`src/adcs_params.svh`:
```
// Constants for the converter sequencer
`ifndef ADCS_PARAMS_SVH
`define ADCS_PARAMS_SVH

// Control register index and its fields
`define ADCS_CTRL_INDEX 3'h6
`define ADCS_BIT_START 0
`define ADCS_BIT_RATE 1
`define ADCS_BIT_ENABLE 2
`define ADCS_BIT_BUSY 3

// Clock and sample rates
`define ADCS_CLK_HZ 100000000
`define ADCS_CLK_NS 10
`define ADCS_RATE_LO_HZ 10000
`define ADCS_RATE_HI_HZ 16000
`define ADCS_PERIOD_LO_CYC (`ADCS_CLK_HZ / `ADCS_RATE_LO_HZ)
`define ADCS_PERIOD_HI_CYC (`ADCS_CLK_HZ / `ADCS_RATE_HI_HZ)

// Phase times in ns and cycles
`define ADCS_AZ_NS 1000
`define ADCS_STAGE_NS 500
`define ADCS_CONV_MAX_NS 2000
`define ADCS_AZ_CYC ((`ADCS_AZ_NS + `ADCS_CLK_NS - 1) / `ADCS_CLK_NS)
`define ADCS_STAGE_CYC ((`ADCS_STAGE_NS + `ADCS_CLK_NS - 1) / `ADCS_CLK_NS)
`define ADCS_CONV_MAX_CYC (`ADCS_CONV_MAX_NS / `ADCS_CLK_NS)

// Reset values
`define ADCS_CTRL_RESET 2'h0
`define ADCS_RESULT_RESET 8'h00

`endif

```
`src/adcs_pkg.sv`:
```
// Types shared by the converter sequencer files
package adcs_pkg;

    typedef struct packed {
        logic enable;
        logic rate_hi;
    } adcs_ctrl_t;

    typedef struct packed {
        logic wr;
        logic [2:0] addr;
        logic [7:0] data;
    } adcs_ext_wr_t;

    typedef enum logic [3:0] {
        ADCS_IDLE = 4'h1,
        ADCS_ZERO = 4'h2,
        ADCS_MSB = 4'h4,
        ADCS_LSB = 4'h8
    } adcs_state_t;

endpackage

```
`src/adcs_sample_timer.sv`:
```
// Sample period timer pacing the converter
`timescale 1ns/1ns
`include "adcs_params.svh"
module adcs_sample_timer
    import adcs_pkg::*;
#(
    parameter int SLOW_PERIOD = `ADCS_PERIOD_LO_CYC,
    parameter int FAST_PERIOD = `ADCS_PERIOD_HI_CYC
) (
    // Clock and reset
    input wire logic clock,
    input wire logic rst_n,
    input wire logic ce,
    // Control
    input wire logic restart,
    input wire logic run,
    input wire logic rate_hi,
    // Period boundary
    output logic tick
);
    localparam logic [15:0] SLOW_LAST = 16'(SLOW_PERIOD - 1);
    localparam logic [15:0] FAST_LAST = 16'(FAST_PERIOD - 1);

    logic [15:0] count;
    logic [15:0] next_count;
    logic [15:0] last;

    always_comb begin
        last = rate_hi ? FAST_LAST : SLOW_LAST;
        tick = ce && run && !restart && (count == last);
        next_count = count;
        if (restart || !run || tick) begin
            next_count = 16'h0000;
        end else begin
            next_count = count + 16'h0001;
        end
    end

    // Frozen while the clock enable is low
    always_ff @(posedge clock or negedge rst_n) begin
        if (!rst_n) begin
            count <= 16'h0000;
        end else if (ce) begin
            count <= next_count;
        end
    end
endmodule

```
`src/adcs_sequencer.sv`:
```
// Conversion sequencer for the two-stage 8-bit sampling converter
// How it works
// - Writing the start bit launches a conversion
// - A new start aborts and restarts conversion
// - New settings apply only at next start
// - Enable bit powers the converter up or down
// - Two sample rates, scaled by the clock
// - Rate chosen via control register index six
// - Dedicated sample timer paces every sample after the one a start launches
// - A conversion finishes within two microseconds
// - Auto-zero phase always precedes conversion phase
// - Upper nibble, then lower nibble, form result
`timescale 1ns/1ns
`include "adcs_params.svh"
module adcs_sequencer
    import adcs_pkg::*;
#(
    parameter int SLOW_PERIOD = `ADCS_PERIOD_LO_CYC,
    parameter int FAST_PERIOD = `ADCS_PERIOD_HI_CYC
) (
    // Clock and reset
    input wire logic clock,
    input wire logic rst_n,
    input wire logic ce,
    // Processor external register port
    input adcs_ext_wr_t ext,
    output logic [7:0] ext_rdata,
    // Flash comparator outputs
    input wire logic [3:0] msb_flash,
    input wire logic [3:0] lsb_flash,
    // Analog phase controls
    output logic adc_power_en,
    output logic auto_zero,
    output logic msb_phase,
    output logic lsb_phase,
    // Result
    output logic [7:0] result,
    output logic result_valid,
    output logic busy
);
    localparam logic [7:0] AZ_LAST = 8'(`ADCS_AZ_CYC - 1);
    localparam logic [7:0] STAGE_LAST = 8'(`ADCS_STAGE_CYC - 1);
    function automatic logic ctrl_hit(input logic [2:0] addr);
        return addr == `ADCS_CTRL_INDEX;
    endfunction

    // Programmed and active settings
    adcs_ctrl_t analog_control_reg;
    adcs_ctrl_t next_analog_control_reg;
    adcs_ctrl_t act;
    adcs_ctrl_t next_act;
    logic start_cmd;

    always_comb begin
        next_analog_control_reg = analog_control_reg;
        next_act = act;
        start_cmd = ext.wr && ctrl_hit(ext.addr)
            && ext.data[`ADCS_BIT_START];
        if (ext.wr && ctrl_hit(ext.addr)) begin
            next_analog_control_reg.enable = ext.data[`ADCS_BIT_ENABLE];
            next_analog_control_reg.rate_hi = ext.data[`ADCS_BIT_RATE];
        end
        if (start_cmd) begin
            next_act = next_analog_control_reg;
        end
    end

    always_ff @(posedge clock or negedge rst_n) begin
        if (!rst_n) begin
            analog_control_reg <= `ADCS_CTRL_RESET;
            act <= `ADCS_CTRL_RESET;
        end else if (ce) begin
            analog_control_reg <= next_analog_control_reg;
            act <= next_act;
        end
    end

    logic tick;
    adcs_sample_timer #(
        .SLOW_PERIOD(SLOW_PERIOD),
        .FAST_PERIOD(FAST_PERIOD)
    ) u_adcs_sample_timer (
        .clock(clock),
        .rst_n(rst_n),
        .ce(ce),
        .restart(start_cmd),
        .run(act.enable),
        .rate_hi(act.rate_hi),
        .tick(tick)
    );

    // Phase sequencer
    adcs_state_t state;
    adcs_state_t next_state;
    logic [7:0] cnt;
    logic [7:0] next_cnt;
    logic [3:0] msb_nib;
    logic [3:0] next_msb_nib;
    logic [7:0] next_result;
    logic next_result_valid;
    logic [7:0] next_ext_rdata;

    always_comb begin
        next_state = state;
        next_cnt = cnt + 8'h01;
        next_msb_nib = msb_nib;
        next_result = result;
        next_result_valid = 1'b0;
        unique case (state)
            ADCS_IDLE: begin
                next_cnt = 8'h00;
                if (tick) begin
                    next_state = ADCS_ZERO;
                end
            end
            ADCS_ZERO: begin
                if (cnt == AZ_LAST) begin
                    next_state = ADCS_MSB;
                    next_cnt = 8'h00;
                end
            end
            ADCS_MSB: begin
                if (cnt == STAGE_LAST) begin
                    next_msb_nib = msb_flash;
                    next_state = ADCS_LSB;
                    next_cnt = 8'h00;
                end
            end
            ADCS_LSB: begin
                if (cnt == STAGE_LAST) begin
                    next_result = {msb_nib, lsb_flash};
                    next_result_valid = 1'b1;
                    next_state = ADCS_IDLE;
                    next_cnt = 8'h00;
                end
            end
            default: begin
                next_state = ADCS_IDLE;
                next_cnt = 8'h00;
            end
        endcase
        if (start_cmd) begin
            next_state = next_act.enable ? ADCS_ZERO : ADCS_IDLE;
            next_cnt = 8'h00;
            next_result = result;
            next_result_valid = 1'b0;
        end
        next_ext_rdata = 8'h00;
        if (ctrl_hit(ext.addr)) begin
            next_ext_rdata[`ADCS_BIT_ENABLE] = analog_control_reg.enable;
            next_ext_rdata[`ADCS_BIT_RATE] = analog_control_reg.rate_hi;
            next_ext_rdata[`ADCS_BIT_BUSY] = state != ADCS_IDLE;
        end
    end

    always_ff @(posedge clock or negedge rst_n) begin
        if (!rst_n) begin
            state <= ADCS_IDLE;
            cnt <= 8'h00;
            msb_nib <= 4'h0;
            result <= `ADCS_RESULT_RESET;
            result_valid <= 1'b0;
            ext_rdata <= 8'h00;
        end else if (ce) begin
            state <= next_state;
            cnt <= next_cnt;
            msb_nib <= next_msb_nib;
            result <= next_result;
            result_valid <= next_result_valid;
            ext_rdata <= next_ext_rdata;
        end
    end

    assign adc_power_en = act.enable;
    assign auto_zero = state == ADCS_ZERO;
    assign msb_phase = state == ADCS_MSB;
    assign lsb_phase = state == ADCS_LSB;
    assign busy = state != ADCS_IDLE;

    // Checking helpers; ce gating keeps them in step with the design
    logic [15:0] gap;
    logic gap_ok;
    logic [7:0] conv_age;
    always_ff @(posedge clock or negedge rst_n) begin
        if (!rst_n) begin
            gap <= 16'h0000;
            gap_ok <= 1'b0;
            conv_age <= 8'h00;
        end else if (ce) begin
            gap <= (tick || start_cmd) ? 16'h0000 : gap + 16'h0001;
            gap_ok <= tick || start_cmd ? 1'b1 : gap_ok;
            conv_age <= (state == ADCS_MSB || state == ADCS_LSB)
                ? conv_age + 8'h01 : 8'h00;
        end
    end
endmodule

```
`config.mk`:
```
export PLATFORM = sky130hd
export DESIGN_NAME = adcs_sequencer
export DESIGN_NICKNAME = d
export VERILOG_FILES = /design/src/adcs_pkg.sv /design/src/adcs_sample_timer.sv /design/src/adcs_sequencer.sv
export VERILOG_INCLUDE_DIRS = /design/src
export SDC_FILE = /design/constraint.sdc
export NUM_CORES = 1
export LEC_CHECK = 0
export BUFFER_PORTS_ARGS = -buffer_cell sky130_fd_sc_hd__buf_2
export CAP_MARGIN = 30
export CORE_MARGIN = 1.5
export CORE_UTILIZATION = 55
export DETAILED_ROUTE_END_ITERATION = 12
export MAX_ROUTING_LAYER = met4
export PLACE_DENSITY = 0.78
export SETUP_SLACK_MARGIN = 0.2
export SLEW_MARGIN = 30
export SYNTH_ARGS = -nofsm -noshare
export SYNTH_HDL_FRONTEND = slang
export SYNTH_SLANG_ARGS = --single-unit
```
`constraint.sdc`:
```
create_clock -name clock -period 3.3 [get_ports clock]
set_input_delay 0.33 -clock clock [delete_from_list [all_inputs] [get_ports clock]]
set_output_delay 0.33 -clock clock [all_outputs]
set_load 0.01 [all_outputs]
```
# Yosys cells after proc, flatten, opt, wreduce, memory -nomap -nowiden

Cells that the tools add are included.

Bits in registers: 48
Input bits: 23
Output and inout bits: 22
Word-level logic and storage cells: 60

Add/sub/neg operators: 2
Equality and inequality tests: 13
Mux-type cells: 19
Bitwise operators: 1
Reductions and logical operators: 14

Operator list:

| cell                    | count |
|---|---|
| $mux W8                 | 3 |
| $mux W4                 | 5 |
| $add A16 B1 Y16 const B | 1 |
| $eq A16 B16 Y1          | 1 |
| $mux W16                | 1 |
| $pmux W4 S4             | 1 |
| $pmux W8 S2             | 1 |
| $mux W14                | 1 |
| $ne A3 B1 Y1 const B    | 3 |
| $add A8 B1 Y8 const B   | 1 |
| $eq A8 B6 Y1 const B    | 1 |
| $eq A8 B7 Y1 const B    | 1 |
| $mux W2                 | 3 |
| $logic_and A1 B1 Y1     | 5 |
| $reduce_and A5 Y1       | 1 |
| $eq A4 B1 Y1 const B    | 1 |
| $eq A4 B2 Y1 const B    | 1 |
| $eq A4 B3 Y1 const B    | 1 |
| $eq A4 B4 Y1 const B    | 1 |
| $ne A4 B1 Y1 const B    | 1 |
| $reduce_and A4 Y1       | 1 |
| $eq A3 B3 Y1 const B    | 1 |
| $mux W1                 | 3 |
| $mux W3                 | 1 |
| other kinds (7)         | 9 |

# Logic depth before layout (Yosys ltp)

Gate-level depths: netlist of the first run.

Word-level depth: 9
Depth in mapped cells: 8
Depth with buffers taken out: 7

# By module

From an unflattened synthesis of the first run, not the netlist that was laid out.

Cell total of the unflattened synthesis: 248
Area, all modules: 2611.3 um^2

Modules (own cells, without submodules):

| module            | instances | cells each | area each (um^2) | seq. area each (um^2) |
|---|---|---|---|---|
| adcs_sequencer    | 1         | 148        | 1607.8           | 802.0 |
| adcs_sample_timer | 1         | 100        | 1003.5           | 400.4 |

# Worst setup path before layout of the first run

Ideal clock, no wire load.

Path kind: flip-flop to flip-flop
From: reg cnt[2]
To: reg result[0]
Library setup time: 0.125 ns
Data arrival time: 1.825 ns
Data required time: 3.175 ns
Slack: 1.350 ns
Stages on the path, launching flop included: 6
Buffers on the path: 1
Period minus slack after synthesis: 1.950 ns
Cell sequence: dfrtp_1 or4b_4 nor3_1 and4_1 buf_4 mux2_2

Longest elaborated chain between the ends: 2

Ends and longest elaborated chain:

| item                        | RTL line              | RTL |
|---|---|---|
| start: declaration          | adcs_sequencer.sv:95  | `logic [7:0] cnt;` |
| start signal: assignment    | adcs_sequencer.sv:166 | `cnt <= next_cnt;` |
| $eq A8 B6 Y1                | adcs_sequencer.sv:130 | `if (cnt == STAGE_LAST) begin` |
| $reduce_and A4 Y1 (no line) | n/a                   |  |
| end signal: assignment      | adcs_sequencer.sv:161 | `` result <= `ADCS_RESULT_RESET; `` |
| end signal: assignment      | adcs_sequencer.sv:168 | `result <= next_result;` |
| end: declaration            | adcs_sequencer.sv:37  | `output logic [7:0] result,` |

Every way passes these cells.
A chain may end at the register's enable or synchronous reset.

# Worst setup path after layout of the first run

From: reg cnt[2]
To: reg result[5]

The elaborated chain is that of the path after synthesis.

==> metrics.txt, run 1 <==
Die H 71.9 um; Final Core Density 64.6%; max reg flops 16; Least-Margin Pin Slew 844 ps; worst hold path class primary input to async pin; Max Clk Rate 446 MHz; most common cell in the netlist dfrtp_1; R2R setup slack 1060 ps; Max IR drop VDD 0.341 mV; Setup TNS 0 ps; Area contributors post-synth dfrtp_1, mux2_2, nand2_1; worst rel slew slack 43.2%; worst skew pair latency 290 ps; drt pass-1 iters 4; Synth area leader dfrtp_1; Crit path required time 3490 ps; Crit Path Category flip-flop to flip-flop; CP Capture Type flip-flop; post-CTS setup repair buffer count 0; first-pass GRT wire length 8.85 mm; number of synthesized register bits 48; CP startpoint kind flip-flop; die area 5170 um2; largest net degree at the start of global routing 49; Mapped Area 2610 um2; post-route clock period utilization 67.9%; Top Ports 45; CP Data Arrival Time 2430 ps; asr flop ratio synth 100%; CTS tree done; DP Area 2760 um2; Main synth FF type dfrtp_1; delay-heaviest family, CP simple AND/OR/NAND/NOR gates; DR vias/cell 5.89; CTS HTree Levels 2; vias 1913; power consumption 1390 uW; Clock Path Buffers 2; vias in the first global route 1872; Post-synth EDFFs 0; die width 71.9 um; number of distinct library cells after synthesis 58; Slowest cell on crit path or4b_4; final wirelength 5.07 mm; Final Hold Viols 0; RSZ-0062 raised after global routing false; GP Congestion 0.881; area share of the largest cell type after synthesis 45.0%; drt initial violations 157; post-CTS sizing 0; reg2reg start cnt[2]$_DFFE_PN0P_; Avg Inst Size Synth 10.8 um2; layout cell share with drive strength beyond 1 28.6%; status finished, final reports clean; max incr delay on CP 580 ps; post-route ant nets 0; Rows 24; clock sinks 48; Reg clk slew, reported paths 90 ps; Pleak 0.00131 uW; total core area 4470 um2; Nets 299; top cells by count, synth dfrtp_1, nand2_1, nand3_1, mux2_2, inv_1; Final Max Slew Viols 0; max cap viols 0; crit path cell chain or4b_4, nor3_1, and4_1, mux2_2; Final HPWL DP 3.54 mm; initial antenna violation count 0; Final Critical Period 2240 ps; Reg2Reg Depth 4; Ys Warns 0; detailed-route DRC error count 0; Hold Slack 28.8 ps; crit path buf inv count 0; Design Area, Final 2890 um2; Critical Path Fanout Max 9; Syn Inst Count 242; CTS buffer count 5; Layout Skew 5.56 ps; Seq/Total Area, Yosys 46.0%; CTS root buffer clkbuf_8; DR WL/cell 15.6 um; GRT overflow 0; initial core utilization 58.4%; total track usage 22.2%; Post-CTS Hold Buffers 0; I/O Buffers 34; pwr dens 481 nW/um2; Most flops, register u_adcs_sample_timer.count; antenna cell count 0; Area Overhead vs Synth 10.6%; worst r2r dst result[5]$_DFFE_PN0P_; top flop regs u_adcs_sample_timer.count x16, cnt x8, result x8; # setup viols final 0
==> power breakdown <==
group          internal, uW  total, uW  switching, uW
clock                   298        488            190
combinational          94.3        234            140
sequential              624        668           44.2
total                  1020       1390            374
==> worst reg2reg max path: cells and delay by family (launching register included) <==
family | cells | cell delay, ps
mux | 1 | 380
flops | 1 | 430
simple gates | 3 | 1330
==> worst max-delay path by stage <==
| stage | startpoint | to | depth (start not counted) |
|---|---|---|---|
| 6_report | cnt[2]$_DFFE_PN0P_ | result[5]$_DFFE_PN0P_ | 4 |
| 4_1_cts | cnt[3]$_DFFE_PN0P_ | result[5]$_DFFE_PN0P_ | 4 |
| 3_5_place_dp | ce | u_adcs_sample_timer.count[6]$_DFFE_PN0P_ | 6 |
| 3_3_place_gp | ce | u_adcs_sample_timer.count[6]$_DFFE_PN0P_ | 6 |
| 2_1_floorplan | cnt[2]$_DFFE_PN0P_ | result[0]$_DFFE_PN0P_ | 5 |
| 5_1_grt | cnt[3]$_DFFE_PN0P_ | result[7]$_DFFE_PN0P_ | 4 |
==> per-layer routing <==
layer	up-vias	share of wire, %	track usage (%)
li1	937	-	-
met1	931	47	29.6
met2	40	49	35.4
met3	5	3.4	4.31
met4	0	0.75	5.45
met5	-	0	-
==> cells by family (layout without fill, tap and decap cells) <==
| group | Yosys count | in the layout | synth area share, % |
|---|---|---|---|
| buffers and inverters | 25 | 52 | 5.70 |
| other | 1 | 5 | 0.143 |
| adders and majority gates | 3 | 3 | 1.44 |
| and+or+nand+nor | 88 | 88 | 19.6 |
| xor gates and xnor gates | 11 | 11 | 3.69 |
| muxes | 17 | 17 | 7.47 |
| AOI/OAI and AO/OA | 49 | 49 | 15.9 |
| DFF | 48 | 48 | 46.0 |
==> area by class of cell <==
class                   instances  area, um2
inverters                      10       37.5
clock buffers                   5       68.8
flip-flops and latches         48       1200
well taps                      52       65.1
multi-input cells             173       1280
clock inverters                 2       60.1
repair buffers                 35        180
fillers                       356       1580
==> metrics by stage <==
step                      cells  worst slack, ps
after floorplan             246             1350
after global placement      318              976
after detailed placement    318              967
after CTS                   325             1030
after global routing        325              933
final                       325             1060
==> layout by cell type, fill, tap and decap left out, types with 5 or more instances in the layout <==
| master | instances |
|---|---|
| nor2_1 | 8 |
| dfrtp_1 | 47 |
| nand2_1 | 22 |
| a21oi_2 | 8 |
| conb_1 | 5 |
| xor2_1 | 7 |
| buf_2 | 33 |
| o21ai_0 | 8 |
| mux2_2 | 13 |
| nor3_1 | 7 |
| inv_1 | 10 |
| nand3_1 | 14 |
| clkbuf_8 | 5 |
(Power assumes the default switching activity.)
==> inputs of run 2 (changes only) <==
--- a/config.mk
+++ b/config.mk
@@ -6,13 +6,14 @@
 export SDC_FILE = /design/constraint.sdc
 export NUM_CORES = 1
 export LEC_CHECK = 0
+export ABC_AREA = 1
 export BUFFER_PORTS_ARGS = -buffer_cell sky130_fd_sc_hd__buf_2
 export CAP_MARGIN = 30
 export CORE_MARGIN = 1.5
-export CORE_UTILIZATION = 55
+export CORE_UTILIZATION = 50
 export DETAILED_ROUTE_END_ITERATION = 12
 export MAX_ROUTING_LAYER = met4
-export PLACE_DENSITY = 0.78
+export PLACE_DENSITY = 0.75
 export SETUP_SLACK_MARGIN = 0.2
 export SLEW_MARGIN = 30
 export SYNTH_ARGS = -nofsm -noshare
==> constraint.sdc (replaced) <==
create_clock -name clock -period 2.05 [get_ports clock]
set_input_delay 0.205 -clock clock [delete_from_list [all_inputs] [get_ports clock]]
set_output_delay 0.205 -clock clock [all_outputs]
set_load 0.01 [all_outputs]
==> metrics.txt, run 2 <==
status finished, final reports clean; DR WL/cell 11.5 um (-26%); Ys Warns 0 (unchanged); most frequent cells in the layout nand2_1, inv_1, dfrtp_1; Setup TNS 0 ps (unchanged); CTS buffer count 5 (unchanged); antenna cell count 0 (unchanged); clock sinks 48 (unchanged); Filler cells 485 (+36%); CTS tree done; Area contributors post-synth dfrtp_1, nand2_1, inv_1; CP Capture Type flip-flop; Rows 26 (+8.3%); Final Hold Viols 0 (unchanged); Worst path most repeated cell nor2_1; crit path cell chain nand2_1, o21ai_0, nor2_1, nand2_1, nor2_1, nand3_2, a21oi_4, nor2_1; DR vias/cell 4.79 (-19%); crit path buf inv count 0 (unchanged); first-pass GRT wire length 8.60 mm (-2.8%); worst rel slew slack 61.0% (+18 points); detailed-route DRC error count 0 (unchanged); Pleak 0.00153 uW (+16%); Clock Path Buffers 2 (unchanged); Synth area leader dfrtp_1; RSZ-0062 raised after global routing false; initial core utilization 51.5% (-6.9 points); post-CTS setup repair buffer count 0 (unchanged); vias 2089 (+9.2%); Avg Inst Size Synth 7.92 um2 (-27%); final wirelength 5.02 mm (-1.1%); fin cells 436 (+34%); Die H 75.1 um (+4.4%); commonest non-fill, non-tap cell in the layout nand2_1; Max IR drop VDD 0.583 mV (+71%); CTS HTree Levels 2 (unchanged); total track usage 20.3% (-1.8 points); layout cell share with drive strength beyond 1 17.2% (-11 points); die area 5640 um2 (+9.0%); Slowest cell on crit path dfrtp_1; dpl cells 428 (+35%); total core area 5040 um2 (+13%); Final Critical Period 1630 ps (-615 ps); Most flops, register u_adcs_sample_timer.count; asr flop ratio synth 100% (unchanged); drt initial violations 55 (-65%); CP startpoint kind flip-flop; drt pass-1 iters 4 (unchanged); Final Core Density 58.8% (-5.8 points); number of distinct library cells after synthesis 36 (-38%); worst skew pair latency 300 ps (about the same); Mapped Area 2600 um2 (-0.57%); largest net degree at the start of global routing 26 (-47%); Top Ports 45 (unchanged); GRT overflow 0 (unchanged); # setup viols final 0 (unchanged); pwr dens 855 nW/um2 (+78%); Final HPWL DP 3.79 mm (+6.8%); Least-Margin Pin Slew 586 ps (-259 ps); post-route clock period utilization 79.3% (+11 points); Crit path required time 2230 ps (-1260 ps); max cap viols 0 (unchanged); Seq/Total Area, Yosys 46.3% (+0.27 points); Critical Path Fanout Max 14 (+5); Reg clk slew, reported paths 90 ps (about the same); GP Congestion 0.880 (-0.12%); delay-heaviest family, CP simple AND/OR/NAND/NOR gates; Max Clk Rate 615 MHz (+38%); Area Overhead vs Synth 14.2%; most common cell in the netlist nand2_1; I/O Buffers 34 (unchanged); initial antenna violation count 0 (unchanged); die width 75.1 um (+4.4%); Syn Inst Count 328 (+36%); area share of the largest cell type after synthesis 45.3% (+0.26 points); top flop regs u_adcs_sample_timer.count x16, cnt x8, result x8; max incr delay on CP 430 ps (-150 ps); CTS root buffer clkbuf_8; Main synth FF type dfrtp_1; Layout Skew 8.00 ps (+2.44 ps); max reg flops 16 (unchanged); number of synthesized register bits 48 (unchanged); post-route ant nets 0 (unchanged); Crit Path Category flip-flop to flip-flop; Nets 392 (+31%); Post-synth EDFFs 0 (unchanged); Final Max Slew Viols 0 (unchanged); CP Data Arrival Time 1800 ps (-630 ps); worst hold path class primary input to flip-flop; vias in the first global route 2003 (+7.0%); top cells by count, synth nand2_1, inv_1, dfrtp_1, nor2_1, o21ai_0
run 2: changes by cell type in the layout (fill, tap and decap cells not counted), moves of 8 or more:
cell	delta
a21oi_2	-8
inv_1	+41
mux2_2	-13
nand2_1	+54
nor2_1	+35
o21ai_0	+16
run 2: path summary, 6_finish.rpt:
check / from / endpoint / slack (ps) / cells past startpoint
min in group asynchronous: rst_n / u_adcs_sample_timer.count[11]$_DFFE_PN0P_ / 430 / 2
setup / recovery: u_adcs_sample_timer.count[13]$_DFFE_PN0P_ / u_adcs_sample_timer.count[7]$_DFFE_PN0P_ / 420 / 8
max in group asynchronous: rst_n / cnt[1]$_DFFE_PN0P_ / 1080 / 3
hold reg to reg: state[0]$_DFFE_PN1P_ / state[0]$_DFFE_PN1P_ / 480 / 2
setup reg to reg: u_adcs_sample_timer.count[13]$_DFFE_PN0P_ / u_adcs_sample_timer.count[7]$_DFFE_PN0P_ / 420 / 8
hold / removal: msb_flash[2] / msb_nib[2]$_DFFE_PN0P_ / 140 / 3
run 2: cells by family after synthesis:
| family | count (synthesis) | synth area share, % |
|---|---|---|
| simple gates | 164 | 29.0 |
| buf+inv | 63 | 10.8 |
| flops | 48 | 46.3 |
| compound gates | 36 | 7.94 |
| xor+xnor | 13 | 4.38 |
| fa+ha+maj | 3 | 1.44 |
| other cells | 1 | 0.144 |
run 2: stage by stage:
step,hold slack (ps),power [uW],cell area (um2),setup WS [ps]
floorplan,-90.6,1590,2610,643
global placement,236,1740,2820,433
detailed placement,245,1760,2820,379
CTS,139,2550,2960,374
global route,156,2690,2970,233
finish,144,2540,2970,424
run 2: worst min-delay path, stage by stage:
cell,delay (ps)
buf_2,100
inv_1,30
o21ai_0,70
run 2: layout make-up:
cell class | count | area [um2] | share of cell area, %
Clock buffer | 5 | 68.8 | 2.32
Clock inverter | 2 | 60.1 | 2.02
Inverter | 52 | 195 | 6.58
Multi-Input combinational cell | 221 | 1140 | 38.3
Sequential cell | 48 | 1200 | 40.5
Tap cell | 70 | 87.6 | 2.95
Timing Repair Buffer | 38 | 215 | 7.25
run 2: repair_timing:
item / 4_1_cts / 5_1_grt
hold endpoints to repair: 22 / 0
hold buffers: 1 / 0
endpoints found under the setup margin: 0 / 3
resized for setup: 0 / 1
run 2: where the power goes:
part / switching, uW / internal, uW / leakage (uW)
Sequential: 96.8 / 1050 / 0.000653
Clock: 308 / 480 / 0.0000642
Combinational: 379 / 226 / 0.000812
Total: 784 / 1750 / 0.00153
run 2: layer usage:
metal  GRT usage, %  share of wire [%]  vias to the layer above
li1               -                  -                     1088
met1           23.7                 47                      969
met2           35.7                 50                       28
met3           3.61                2.2                        4
met4           6.26               0.88                        0
met5              -                  0                        -
